===== config.mk =====
export PLATFORM = sky130hd
export DESIGN_NAME = cpml_protect
export DESIGN_NICKNAME = d
export VERILOG_FILES = /design/src/rtl/cpml_pkg.sv /design/src/rtl/cpml_band_decode.sv /design/src/rtl/cpml_protect.sv
export VERILOG_INCLUDE_DIRS = /design/src /design/src/rtl
export SDC_FILE = /design/constraint.sdc
export NUM_CORES = 1
export LEC_CHECK = 0
export ABC_AREA = 1
export BUFFER_PORTS_ARGS = -buffer_cell sky130_fd_sc_hd__buf_2
export CORE_MARGIN = 2
export CORE_UTILIZATION = 52
export CTS_BUF_LIST = sky130_fd_sc_hd__clkbuf_8
export CTS_CLUSTER_SIZE = 40
export DETAILED_ROUTE_END_ITERATION = 8
export PLACE_DENSITY = 0.69
export SYNTH_ARGS = -nofsm -noshare
export SYNTH_HDL_FRONTEND = slang
export SYNTH_SLANG_ARGS = --single-unit

===== constraint.sdc =====
create_clock -name clk_sys -period 5.4 [get_ports clk_sys]
set_input_delay 0.81 -clock clk_sys [delete_from_list [all_inputs] [get_ports clk_sys]]
set_output_delay 0.81 -clock clk_sys [all_outputs]
set_load 0.03 [all_outputs]

===== src/rtl/cpml_map.svh =====
`ifndef CPML_MAP_SVH
`define CPML_MAP_SVH
// band codes from the select decoder
`define CPML_BAND_TOP 2'h3
`define CPML_BAND_UPPER 2'h2
`define CPML_BAND_LOWER 2'h1
`define CPML_BAND_BOTTOM 2'h0
// battery window comparator index
`define CPML_VB_MIN_EARLY 0
`define CPML_VB_MIN_HI_LATE 1
`define CPML_VB_MIN_LO_LATE 2
`define CPML_VB_MAX_HI 3
`define CPML_VB_MAX_LO 4
`define CPML_VB_CMP_W 5
// slope base interval: 56 s at an 80 min safety timer
`define CPML_BASE_SEC 56
`define CPML_SAFETY_MIN 80
// initial timer is safety timer divided by this
`define CPML_INIT_DIV 80
// default safety timer in clock cycles (80 min at 125 MHz)
`define CPML_SAFETY_CYC 64'd600000000000
`endif


===== src/rtl/cpml_pkg.sv =====
`default_nettype none
package cpml_pkg;
  typedef enum logic [1:0] {
    CPML_IDLE = 2'b00,
    CPML_FAST = 2'b01,
    CPML_SUSPEND = 2'b10,
    CPML_DONE = 2'b11
  } cpml_state_t;
  typedef logic [1:0] cpml_band_t;
endpackage
`default_nettype wire


===== src/rtl/cpml_band_decode.sv =====
`timescale 1ns/1ps
`default_nettype none
`include "cpml_map.svh"
// four-band thermometer decode of the selection input comparators
module cpml_band_decode (
  // comparator outputs, high when select is above each threshold
  input wire logic above_vcc_m03,
  input wire logic above_half_p04,
  input wire logic above_1v4,
  // decoded band
  output var cpml_pkg::cpml_band_t band
);
  // highest comparator set wins
  always_comb begin
    if (above_vcc_m03) begin
      band = `CPML_BAND_TOP;
    end else if (above_half_p04) begin
      band = `CPML_BAND_UPPER;
    end else if (above_1v4) begin
      band = `CPML_BAND_LOWER;
    end else begin
      band = `CPML_BAND_BOTTOM;
    end
  end
endmodule // cpml_band_decode
`default_nettype wire


===== src/rtl/cpml_protect.sv =====
// Operation
// - The select input decodes into four bands picking window and policy.
// - Upper bands take 0.16-2.7 V before init timeout, 0.69-2.7 V after.
// - Lower bands take 0.16-2 V before init timeout, 1.2-2 V after.
// - Top and second-lowest bands suspend when too cold or too hot.
// - In suspending bands hot suspension latches, cold suspension does not.
// - The second-highest band treats too hot as charge completion.
// - The second-highest band drops slope termination when too cold.
// - Sense below 0.29 of supply is too hot, above 0.72 is too cold.
// - After the initial timer, fast charge stops when the sense fall per interval tops the threshold.
// - The slope interval is 56 s at an 80 min safety timer, scaled with it.
// - The initial timer ends one eightieth of the safety timer after start.
// - The initial and slope timers are held in reset during suspension.
`timescale 1ns/1ps
`default_nettype none
`include "cpml_map.svh"
module cpml_protect #(
  parameter int SAMPLE_W = 10,
  parameter logic [63:0] SAFETY_CYC = `CPML_SAFETY_CYC
) (
  // clock and power-on reset
  input wire logic clk_sys,
  input wire logic rst,
  // selection band comparators
  input wire logic sel_above_vcc_m03,
  input wire logic sel_above_half_p04,
  input wire logic sel_above_1v4,
  // battery sense window comparators, one per threshold
  input wire logic [`CPML_VB_CMP_W-1:0] vb_above,
  // temperature sense comparators against 0.29 and 0.72 of supply
  input wire logic ts_below_029,
  input wire logic ts_above_072,
  // digitised temperature sense and slope threshold from adjust input
  input wire logic [SAMPLE_W-1:0] ts_sample,
  input wire logic [SAMPLE_W-1:0] slope_threshold,
  // fast charge start request after pre-qualifying
  input wire logic start_fast,
  // status
  output logic fast_charging,
  output logic suspended,
  output logic completed,
  output logic slope_enabled,
  output logic init_done,
  output logic hot_latched
);
  localparam logic [63:0] INIT_CYC = SAFETY_CYC / `CPML_INIT_DIV;
  localparam logic [63:0] BASE_CYC =
    SAFETY_CYC * `CPML_BASE_SEC / (64'd60 * `CPML_SAFETY_MIN);

  cpml_pkg::cpml_band_t band;
  cpml_pkg::cpml_state_t state_reg;
  cpml_pkg::cpml_state_t state_next;
  logic [63:0] init_cnt_reg;
  logic [63:0] base_cnt_reg;
  logic [SAMPLE_W-1:0] base_sample_reg;
  logic base_valid_reg;
  logic hot_latch_reg;
  logic vb_ok;
  logic too_hot;
  logic too_cold;
  logic suspend_band;
  logic suspend_cond;
  logic slope_trip;
  logic slope_en;
  logic hot_done;

  cpml_band_decode u_dec (
    .above_vcc_m03(sel_above_vcc_m03),
    .above_half_p04(sel_above_half_p04),
    .above_1v4(sel_above_1v4),
    .band(band)
  );

  // temperature limits: falling sense means rising temperature
  assign too_hot = ts_below_029;
  assign too_cold = ts_above_072;

  // battery window chosen by band pair and initial timer
  always_comb begin
    if (band[1]) begin
      vb_ok = !vb_above[`CPML_VB_MAX_HI] && (init_done ?
        vb_above[`CPML_VB_MIN_HI_LATE] :
        vb_above[`CPML_VB_MIN_EARLY]);
    end else begin
      vb_ok = !vb_above[`CPML_VB_MAX_LO] && (init_done ?
        vb_above[`CPML_VB_MIN_LO_LATE] :
        vb_above[`CPML_VB_MIN_EARLY]);
    end
  end

  // temperature policy per band
  assign suspend_band = (band == `CPML_BAND_TOP) ||
                        (band == `CPML_BAND_LOWER);
  assign suspend_cond = !vb_ok || hot_latch_reg ||
                        (suspend_band && (too_hot || too_cold));
  assign hot_done = (band == `CPML_BAND_UPPER) && too_hot;
  assign slope_en = !((band == `CPML_BAND_UPPER) && too_cold);
  assign slope_trip = slope_en && base_valid_reg && init_done &&
    (base_cnt_reg == BASE_CYC - 64'd1) && (ts_sample < base_sample_reg) &&
    ((base_sample_reg - ts_sample) > slope_threshold);

  // over-temperature latch, cleared only by power-on reset
  always_ff @(posedge clk_sys or posedge rst) begin
    if (rst) begin
      hot_latch_reg <= 1'b0;
    end else if (suspend_band && too_hot) begin
      hot_latch_reg <= 1'b1;
    end
  end

  // charge state
  always_comb begin
    state_next = state_reg;
    case (state_reg)
      cpml_pkg::CPML_IDLE: begin
        if (suspend_cond) state_next = cpml_pkg::CPML_SUSPEND;
        else if (start_fast) state_next = cpml_pkg::CPML_FAST;
      end
      cpml_pkg::CPML_FAST: begin
        if (suspend_cond) state_next = cpml_pkg::CPML_SUSPEND;
        else if (hot_done || slope_trip) state_next = cpml_pkg::CPML_DONE;
      end
      cpml_pkg::CPML_SUSPEND: begin
        if (!suspend_cond) state_next = cpml_pkg::CPML_IDLE;
      end
      cpml_pkg::CPML_DONE: state_next = cpml_pkg::CPML_DONE;
      default: state_next = cpml_pkg::CPML_IDLE;
    endcase
  end

  always_ff @(posedge clk_sys or posedge rst) begin
    if (rst) begin
      state_reg <= cpml_pkg::CPML_IDLE;
    end else begin
      state_reg <= state_next;
    end
  end

  // initial timer, cleared outside fast charge and on leaving it
  always_ff @(posedge clk_sys or posedge rst) begin
    if (rst) begin
      init_cnt_reg <= 64'h0;
      init_done <= 1'b0;
    end else if (state_reg != cpml_pkg::CPML_FAST ||
                 state_next != cpml_pkg::CPML_FAST) begin
      init_cnt_reg <= 64'h0;
      init_done <= 1'b0;
    end else if (init_cnt_reg < INIT_CYC - 64'd1) begin
      init_cnt_reg <= init_cnt_reg + 64'd1;
    end else begin
      init_done <= 1'b1;
    end
  end

  // slope base interval sampling
  always_ff @(posedge clk_sys or posedge rst) begin
    if (rst) begin
      base_cnt_reg <= 64'h0;
      base_sample_reg <= '0;
      base_valid_reg <= 1'b0;
    end else if (state_reg != cpml_pkg::CPML_FAST || !slope_en ||
                 state_next != cpml_pkg::CPML_FAST) begin
      base_cnt_reg <= 64'h0;
      base_sample_reg <= ts_sample;
      base_valid_reg <= 1'b0;
    end else if (base_cnt_reg == BASE_CYC - 64'd1) begin
      base_cnt_reg <= 64'h0;
      base_sample_reg <= ts_sample;
      base_valid_reg <= 1'b1;
    end else begin
      base_cnt_reg <= base_cnt_reg + 64'd1;
    end
  end

  // registered status outputs
  always_ff @(posedge clk_sys or posedge rst) begin
    if (rst) begin
      fast_charging <= 1'b0;
      suspended <= 1'b0;
      completed <= 1'b0;
      slope_enabled <= 1'b0;
      hot_latched <= 1'b0;
    end else begin
      fast_charging <= (state_next == cpml_pkg::CPML_FAST);
      suspended <= (state_next == cpml_pkg::CPML_SUSPEND);
      completed <= (state_next == cpml_pkg::CPML_DONE);
      slope_enabled <= slope_en;
      hot_latched <= hot_latch_reg;
    end
  end
endmodule // cpml_protect
`default_nettype wire


# ---- Word level (Yosys, flattened, before mapping)
# Cells that the tools add are included.
dict set report classes {
  n_reduce_logical 26
  n_lt_le_gt_ge 3
  n_addsub 3
  eq_ne 13
  mux 22
}
# cell n
set ops {}
lappend ops {{$mux W64} 4}
lappend ops {{$add A64 B1 Y64 const B} 2}
lappend ops {{$eq A64 B33 Y1 const B} 1}
lappend ops {{$lt A64 B33 Y1 const B} 1}
lappend ops {{$mux W10} 2}
lappend ops {{$mux W2} 7}
lappend ops {{$eq A2 B2 Y1 const B} 6}
lappend ops {{$logic_and A1 B1 Y1} 11}
lappend ops {{$gt A10 B10 Y1} 1}
lappend ops {{$lt A10 B10 Y1} 1}
lappend ops {{$sub A10 B10 Y10} 1}
lappend ops {{$logic_or A1 B1 Y1} 8}
lappend ops {{$mux W1} 8}
lappend ops {{$pmux W2 S4} 1}
lappend ops {{$eq A2 B1 Y1 const B} 3}
lappend ops {{$logic_not A1 Y1} 4}
lappend ops {{$ne A2 B1 Y1 const B} 2}
lappend ops {{$reduce_bool A2 Y1} 2}
lappend ops {{$logic_not A2 Y1} 1}
lappend ops {{$ne A2 B2 Y1 const B} 1}
dict set report totals {
  regBits 148
  inputBits 33
}

# ---- Logic depth before layout (Yosys ltp)
# Gate-level depths: netlist (run 1).
dict set report logic_depth {
  word_depth 18
  depth_mapped 26
}

# ---- By module
# Synthesis (run 1) repeated with hierarchy kept, for this count alone.
dict set report unflattened {
  cells_unflattened 1160
  hier_area_um2 8784.7
}
# mod cells_each seq_area_each_um2 n_inst area_each_um2
set by_module_without_submodules {}
lappend by_module_without_submodules {cpml_protect 1155 3703.6 1 8765.9}
lappend by_module_without_submodules {cpml_band_decode 5 0.0 1 18.8}

# ---- Least setup slack after synthesis (run 1)
# Ideal clock, no wire load.
dict set report synth_path {
  path_kind {in2reg}
  start {input ts_sample[2]}
  end {register base_cnt_reg[23]}
  path_buffers 2
  arrival_ns 3.640
  setup_slack_ns 1.640
  required_time_ns 5.280
  cell_stages 25
  cell_sequence {inv_1 ha_1 a21o_1 a31oi_1 o21ai_0 a21oi_1 nor2_1 nor2_1 xor2_1 inv_1 ha_1 nand2_1 nor2_1 a21boi_0 nor2_1 nor2_1 nand3_1 nand2_1 nand2_2 nand3_1 inv_2 nand3_2 buf_6 buf_4 nor2_1}
}
dict set report synth_between {
  elab_chain_len 10
}
# item line
set synth_rtl {}
lappend synth_rtl {{from (decl)} cpml_protect.sv:34} ;# input wire logic [SAMPLE_W-1:0] ts_sample,
lappend synth_rtl {{$sub A10 B10 Y10 / $lt A10 B10 Y1 (equally long branches)} {cpml_protect.sv:100, cpml_protect.sv:99}}
lappend synth_rtl {{$gt A10 B10 Y1 / $logic_and A1 B1 Y1 (equally long branches)} {cpml_protect.sv:100, cpml_protect.sv:99}}
lappend synth_rtl {{$logic_and A1 B1 Y1 (*)} cpml_protect.sv:99} ;# (base_cnt_reg == BASE_CYC - 64'd1) && (ts_sample < base_sample_reg) &&
lappend synth_rtl {{$logic_or A1 B1 Y1 (*)} cpml_protect.sv:121} ;# else if (hot_done || slope_trip) state_next = cpml_pkg::CPML_DONE;
lappend synth_rtl {{$mux W2 (*)} cpml_protect.sv:121}
lappend synth_rtl {{$mux W2 (*)} cpml_protect.sv:120} ;# if (suspend_cond) state_next = cpml_pkg::CPML_SUSPEND;
lappend synth_rtl {{$pmux W2 S4 (*)} cpml_protect.sv:114} ;# case (state_reg)
lappend synth_rtl {{$ne A2 B1 Y1 (*)} cpml_protect.sv:162} ;# state_next != cpml_pkg::CPML_FAST) begin
lappend synth_rtl {{$logic_or A1 B1 Y1 (*)} cpml_protect.sv:161} ;# end else if (state_reg != cpml_pkg::CPML_FAST || !slope_en ||
lappend synth_rtl {{$mux W64 (*)} cpml_protect.sv:161}
lappend synth_rtl {{to (signal assigned)} cpml_protect.sv:171} ;# base_cnt_reg <= base_cnt_reg + 64'd1;
lappend synth_rtl {{to (decl)} cpml_protect.sv:54} ;# logic [63:0] base_cnt_reg;
# Mark *: on every way between the ends. The rest lies on a longest branch, timed or not.
# A chain may end at the register's enable or synchronous reset.

# ---- Worst setup path in the final report (run 1)
dict set report layout_path {
  start {input ts_sample[2]}
  end {register base_cnt_reg[53]}
}
# Same word-level chain as after synthesis.

==> run metrics, run 1 <==
Nets=1285; area share of the largest cell type after synthesis=0.425; Synth Warn #=0; ys flop type=dfrtp_1; ranking of synthesized cells by area=dfrtp_1 (42%), nor2_1 (11%), nand2_1 (10%); Worst EP arrival=4.44 ns; adder-cell share of the synthesized area=0.0339; post-synthesis compound-gate area fraction=0.0314; vias in the first global route=between 7000 and 8000; Power Density=about 220 nW/um^2; CTS Hold Bufs=0; Final Hold Vio Count=0; Post-DRT Antenna Nets=0; Synth Cell Area=8720 um^2; mux share of post-synthesis cell area=0; Synth Net Count=1242; TNS Setup=0 ns; CTS clk-pin slew, worst paths=0.10 ns; Sequential Power Share=0.541; CTS tree=built; number of enable flip-flop cells after synthesis=0; Root Buffer=clkbuf_8; Vias/cell=5.03; minimum clock period=4.10 ns; initial antenna violation count=0; share of cells above drive strength 1=0.0853; First-pass DRT Iterations=6; Crit Path Category=input pin to register; Area growth syn-to-layout=8.77%; Synth Area in XOR/XNOR=0.0633; grt total ovfl=0; clock power share=0.391; maxcap violations=0; largest family of logic cells by synthesized area=simple AND/OR/NAND/NOR gates; gpl congestion=between 0.8 and 0.9; Startpoint Class=input pin; slack of the critical path=1.30 ns; H-tree levels=4; Sw Ratio=0.270; RSZ-0062 raised after global routing=no; Die Ht=~130 um; num rows=47; GRT Util Overall=0.236; Starting Density=0.529; critical path required time=~5.7 ns; asr flop ratio synth=1.00; Ports=39; CTS sink count=148; die area=17800 um^2; period utilisation layout=0.759; outcome=finished, final reports clean; Initial DRC Count=491; Setup Buffers After CTS=0; Die X=between 100 and 150 um; hold crit path type=register to register; worst-skew pair later-pin latency=0.46 ns; TritonCTS buffer count=17; net switching power=between 500 and 600 uW; fmax=244 MHz; WL/cell=13.3 um; Comb power frac=0.069; dpl hpwl=14600 um; Final Slew Violations=0; first-pass GRT wire length=33800 um; Syn Area/Cell=7.35 um^2; core area=16500 um^2; Synth Register Bits=between 100 and 150; largest net degree at the start of global routing=104; worst relative slew slack=0.388; detailed-route via count=7349; post-cts sizing count=0; total wire length=slightly below 20000 um; Inserted Diodes=0; sequential cell area fraction in the yosys report=0.425; Slew @ Worst Pin=0.918 ns; # setup viols final=0; Critical Path End Type=register; Max VDD drop=around 0.15 mV; Max Root-Sink Buffers=2; top cell type by total area after synthesis=dfrtp_1; Synth Area in Simple Gates=0.347; clk_skew=0.0207 ns; cells after synthesis=1186; number of port buffers=38; Cell variety after synth=46; Leakage Power=0.00420 uW; Place WS=0.843 ns; Int Power=about 1500 uW; Residual DRC=0; worst-path fanout max=25; final core utilization=0.576
==> critical path, stage by stage <==
cell      delay, ns
buf_2          0.09
inv_1          0.04
ha_1           0.36
a21o_1         0.22
a31oi_1        0.23
o21ai_0        0.17
a21oi_1        0.16
nor2_1         0.05
nor2_1         0.10
xor2_1         0.15
inv_1          0.06
ha_1           0.29
nand2_1        0.05
nor2_1         0.15
a21boi_0       0.24
nor2_1         0.07
nor2_1         0.09
nand3_1        0.10
nand2_1        0.09
nand2_2        0.07
nand3_1        0.09
inv_2          0.04
nand3_2        0.39
buf_12         0.24
nor2_1         0.06
==> cell usage after synthesis, types with 2 or more instances <==
library cell	number
ha_1	22
nand3b_1	5
xnor2_1	8
inv_1	195
nor3b_1	5
dfrtp_1	148
o21ai_0	10
o21ai_1	3
buf_4	7
buf_2	9
nor3_2	5
nand2_1	233
nand4_2	2
nor2_4	3
a31oi_1	2
nor2_1	250
nand3_1	52
inv_2	6
xor2_1	55
nand2_2	5
o21bai_1	4
a21oi_1	18
nand4_1	44
and3_1	3
or2_2	2
nor4_1	8
nor3_1	58
nor2_2	5
a21o_1	2
==> cell usage in the layout (no fill, tap or decap), types with 2 or more instances in the layout <==
master and n:
o21ai_0 10, nor3_2 5, clkinvlp_4 2, nand2_2 5, clkbuf_8 18, or2_2 2
buf_4 3, nor2_2 5, nand3b_1 5, buf_2 38, inv_1 195, a21o_1 2
xnor2_1 8, nor4_1 8, a21oi_1 18, inv_6 6, o21bai_1 4, ha_1 22
nor2_1 250, inv_2 6, a31oi_1 2, nand3_1 52, inv_8 2, clkinv_4 3
dfrtp_1 148, nor2_4 3, nand4_2 2, nor3b_1 5, xor2_1 55, nor3_1 58
nand4_1 44, nand2_1 233, and3_1 3, o21ai_1 3
==> per-layer routing <==
metal	vias to the layer above	share of wire	track usage	routed length (um)
met2	137	0.48	0.392	9250
met3	33	0.034	0.0430	667
met4	0	0.021	0.0703	415
met1	3389	0.47	0.318	9060
met5	-	0	0	0
li1	3790	-	-	-
==> final timing paths <==
kind	startpoint	end	slack [ns]	depth (start not counted)
min in group asynchronous	rst	init_cnt_reg[47]	0.52	2
max in group asynchronous	rst	base_cnt_reg[44]	3.68	3
max reg2reg	base_sample_reg[2]	base_cnt_reg[53]	1.39	23
max	ts_sample[2]	base_cnt_reg[53]	1.30	25
min reg2reg	hot_latch_reg	hot_latched	0.39	0
min	hot_latch_reg	hot_latched	0.39	0
==> power groups by stage <==
stage	sequential (uW)	clock [uW]	combinational (uW)
6_report	1120	807	142
5_1_grt	1120	886	166
4_1_cts	1120	829	145
3_5_place_dp	1140	0	144
3_3_place_gp	1140	0	142
2_1_floorplan	1140	0	99.8
==> logic make-up after synthesis <==
kind of cell	count (synthesis)
xor gates and xnor gates	63
AOI/OAI and AO/OA	46
and+or+nand+nor	686
buffers and inverters	220
adders and majority gates	23
DFF	148
==> through the flow <==
step / hold slack [ns] / area, um^2 / cells / total power, uW
global placement: 0.359 / 9120 / 1430 / 1280
detailed placement: 0.367 / 9120 / 1430 / 1280
floorplan: 0.354 / 8720 / 1186 / 1240
global route: 0.411 / 9480 / 1462 / 2170
finish: 0.388 / 9480 / 1462 / 2060
CTS: 0.391 / 9480 / 1462 / 2090
==> layout make-up <==
| class | count | area, um^2 |
|---|---|---|
| Clock inverter | 14 | 116 |
| Inverter | 202 | 763 |
| Tap cell | 220 | 275 |
| Sequential cell | 148 | 3700 |
| Clock buffer | 18 | 248 |
| Fill cell | 1572 | 6990 |
| Timing Repair Buffer | 42 | 233 |
| Multi-Input combinational cell | 818 | 4140 |
(Power assumes the default switching activity.)
==> inputs of run 2 (changes only) <==
PLACE_DENSITY = 0.72   (was 0.69)
clock period = 3.57 ns   (was 5.4 ns; I/O delays follow)
==> run metrics, run 2 (synthesized netlist as in run 1, its figures left out) <==
worst-skew pair later-pin latency=0.45 ns (was 0.46 ns); maxcap violations=0 (unchanged); TritonCTS buffer count=17 (unchanged); RSZ-0062 raised after global routing=yes (was no); CP max stage delay=0.43 ns (was 0.39 ns); Nets=1313 (was 1285); most frequent cells in the layout=nor2_1 (248), nand2_1 (232), inv_1 (194) (was nor2_1 (250), nand2_1 (233), inv_1 (195)); grt total ovfl=0 (unchanged); gpl congestion=0.914 (was 0.883); CP most frequent cell=nor2_1 (unchanged); Final Hold Vio Count=0 (unchanged); Fin Hold WS=0.166 ns (was 0.388 ns); Residual DRC=0 (unchanged); CTS sink count=148 (unchanged); outcome=finished, final reports clean (unchanged); Ports=39 (unchanged); First-pass DRT Iterations=6 (unchanged); dpl hpwl=14800 um (was 14600 um); Area growth syn-to-layout=14.4% (was 8.77%); core area=16500 um^2 (unchanged); Power Density=327 nW/um^2 (was 218 nW/um^2); vias in the first global route=7262 (was 7156); Starting Density=0.529 (unchanged); share of cells above drive strength 1=0.122 (was 0.0853); Startpoint Class=register (was input pin); crit path from=base_sample_reg[2] (was ts_sample[2]); delay-heaviest family, CP=simple AND/OR/NAND/NOR gates (unchanged); Fill cells=1489 (was 1572); Max Root-Sink Buffers=2 (unchanged); Worst R2R Start=base_sample_reg[2] (unchanged); GR peak layer=met2 (unchanged); Vias/cell=5.09 (was 5.03); die area=17800 um^2 (unchanged); hold crit path type=input pin to asynchronous set/reset pin (was register to register); number of port buffers=38 (unchanged); critical path's slowest cell=dfrtp_1 (was nand3_2); post-route cell area=9970 um^2 (was 9480 um^2); detailed-route via count=7586 (was 7349); GR Util met2=0.379 (was 0.392); Placed Area=9340 um^2 (was 9120 um^2); CTS clk-pin slew, worst paths=0.10 ns (about the same); num rows=47 (unchanged); critical path required time=3.91 ns (was 5.74 ns); TNS Setup=0 ns (unchanged); GR met1 Demand/Resource=0.331 (was 0.318); crit path to=base_sample_reg[0] (was base_cnt_reg[53]); final core utilization=0.605 (was 0.576); Critical Path End Type=register (unchanged); Root Buffer=clkbuf_8 (unchanged); Stages on worst setup path=24 (was 25); clk_skew=0.0145 ns (was 0.0207 ns); WL/cell=13.8 um (was 13.3 um); Die X=133 um (unchanged); Leakage Power=0.00439 uW (was 0.00420 uW); H-tree levels=4 (unchanged); fmax=296 MHz; Inserted Diodes=0 (unchanged); CP cell instances=ha_4 -> a21o_1 -> a31oi_4 -> o21ai_2 -> a21oi_1 -> nor2_1 -> nor2_1 -> xor2_1 -> inv_1 -> ha_4 -> nand2_2 -> nor2_4 -> a21boi_2 -> nor2_1 -> nor2_1 -> nand3_1 -> nand2_1 -> nand2_2 -> buf_4 -> nand4_4 -> nor2_4 -> buf_12 -> nand2_1 -> nand2_1; initial antenna violation count=0 (unchanged); dpl cells=1451 (was 1430); CTS Hold Bufs=0 (unchanged); worst path bufs/invs=3 (was 5); final std cells w/o fill=1490 (was 1462); R2R Path End=base_sample_reg[0] (was base_cnt_reg[53]); Worst EP arrival=3.72 ns (was 4.44 ns); Crit Path Category=register to register (was input pin to register); # setup viols final=0 (unchanged); Initial DRC Count=567 (was 491); Die Ht=133 um (unchanged); first-pass GRT wire length=34400 um (was 33800 um); Max VDD drop=0.302 mV (was 0.155 mV); Reg2Reg Depth=24 (was 23); CTS tree=built (unchanged); Worst R2R Setup Slack=0.19 ns (was 1.39 ns); Post-DRT Antenna Nets=0 (unchanged); GRT Util Overall=0.239 (was 0.236); largest net degree at the start of global routing=57 (was 104); total wire length=20500 um (was 19400 um); worst-path fanout max=10 (was 25); met3 Usage GRT=0.0487 (was 0.0430); period utilisation layout=0.946; commonest non-fill, non-tap cell in the layout=nor2_1 (unchanged); Final Slew Violations=0 (unchanged); minimum clock period=between 3 and 4 ns; worst relative slew slack=0.553 (was 0.388); Slew @ Worst Pin=0.669 ns (was 0.918 ns)
-- run 2: worst min-delay path by stage --
| stage | end | from | cells after the start | slack, ns |
|---|---|---|---|---|
| 6_report | init_cnt_reg[18] | rst | 2 | 0.17 |
| 5_1_grt | init_cnt_reg[14] | rst | 2 | 0.19 |
| 4_1_cts | base_cnt_reg[1] | rst | 2 | 0.16 |
| 3_5_place_dp | hot_latched | hot_latch_reg | 0 | 0.36 |
| 3_3_place_gp | hot_latched | hot_latch_reg | 0 | 0.37 |
| 2_1_floorplan | hot_latched | hot_latch_reg | 0 | 0.35 |
-- run 2: stage by stage --
| stage | power [uW] | setup WS [ns] |
|---|---|---|
| floorplan | 1870 | 0.0849 |
| global placement | 1950 | -0.0916 |
| detailed placement | 1960 | -0.230 |
| CTS | 3270 | 0.0147 |
| global route | 3410 | -0.0619 |
| finish | 3260 | 0.194 |
-- run 2: layer usage --
layer  share of wire  routed length [um]  vias up
met3           0.046                 948       44
met1            0.47                9630     3483
li1                -                   -     3852
met4           0.021                 432        0
met5               0                   0        -
met2            0.46                9540      207
-- run 2: final cells by class --
| type | instances | area [um^2] | area share |
|---|---|---|---|
| inverters | 202 | 776 | 0.0778 |
| flip-flops and latches | 148 | 3700 | 0.372 |
| repair buffers | 68 | 519 | 0.0521 |
| clock inverters | 15 | 160 | 0.0161 |
| well taps | 220 | 275 | 0.0276 |
| multi-input cells | 818 | 4280 | 0.429 |
| clock buffers | 17 | 234 | 0.0235 |
| repair inverters | 2 | 22.5 | 0.00226 |
-- run 2: power breakdown --
group | leakage [uW] | switching, uW | internal (uW) | total [uW]
clock | 0.000193 | 734 | 582 | 1320
sequential | 0.00202 | 5.13 | 1680 | 1690
combinational | 0.00218 | 154 | 105 | 260
total | 0.00439 | 893 | 2370 | 3260
-- run 2: repair_timing --
action / in CTS / in global routing
gates resized for setup: 0 / 44
setup endpoints to repair: 0 / 142
hold endpoints to repair: 0 / 0
buffers inserted: 0 / 4
-- run 2: worst register-to-register path: cells and delay by family, from the launching register on --
family | cells | cell delay, ns
AOI/OAI and AO/OA | 5 | 0.80
xor gates and xnor gates | 1 | 0.15
adders and majority gates | 2 | 0.50
buffers and inverters | 3 | 0.38
DFF | 1 | 0.43
and+or+nand+nor | 13 | 1.02
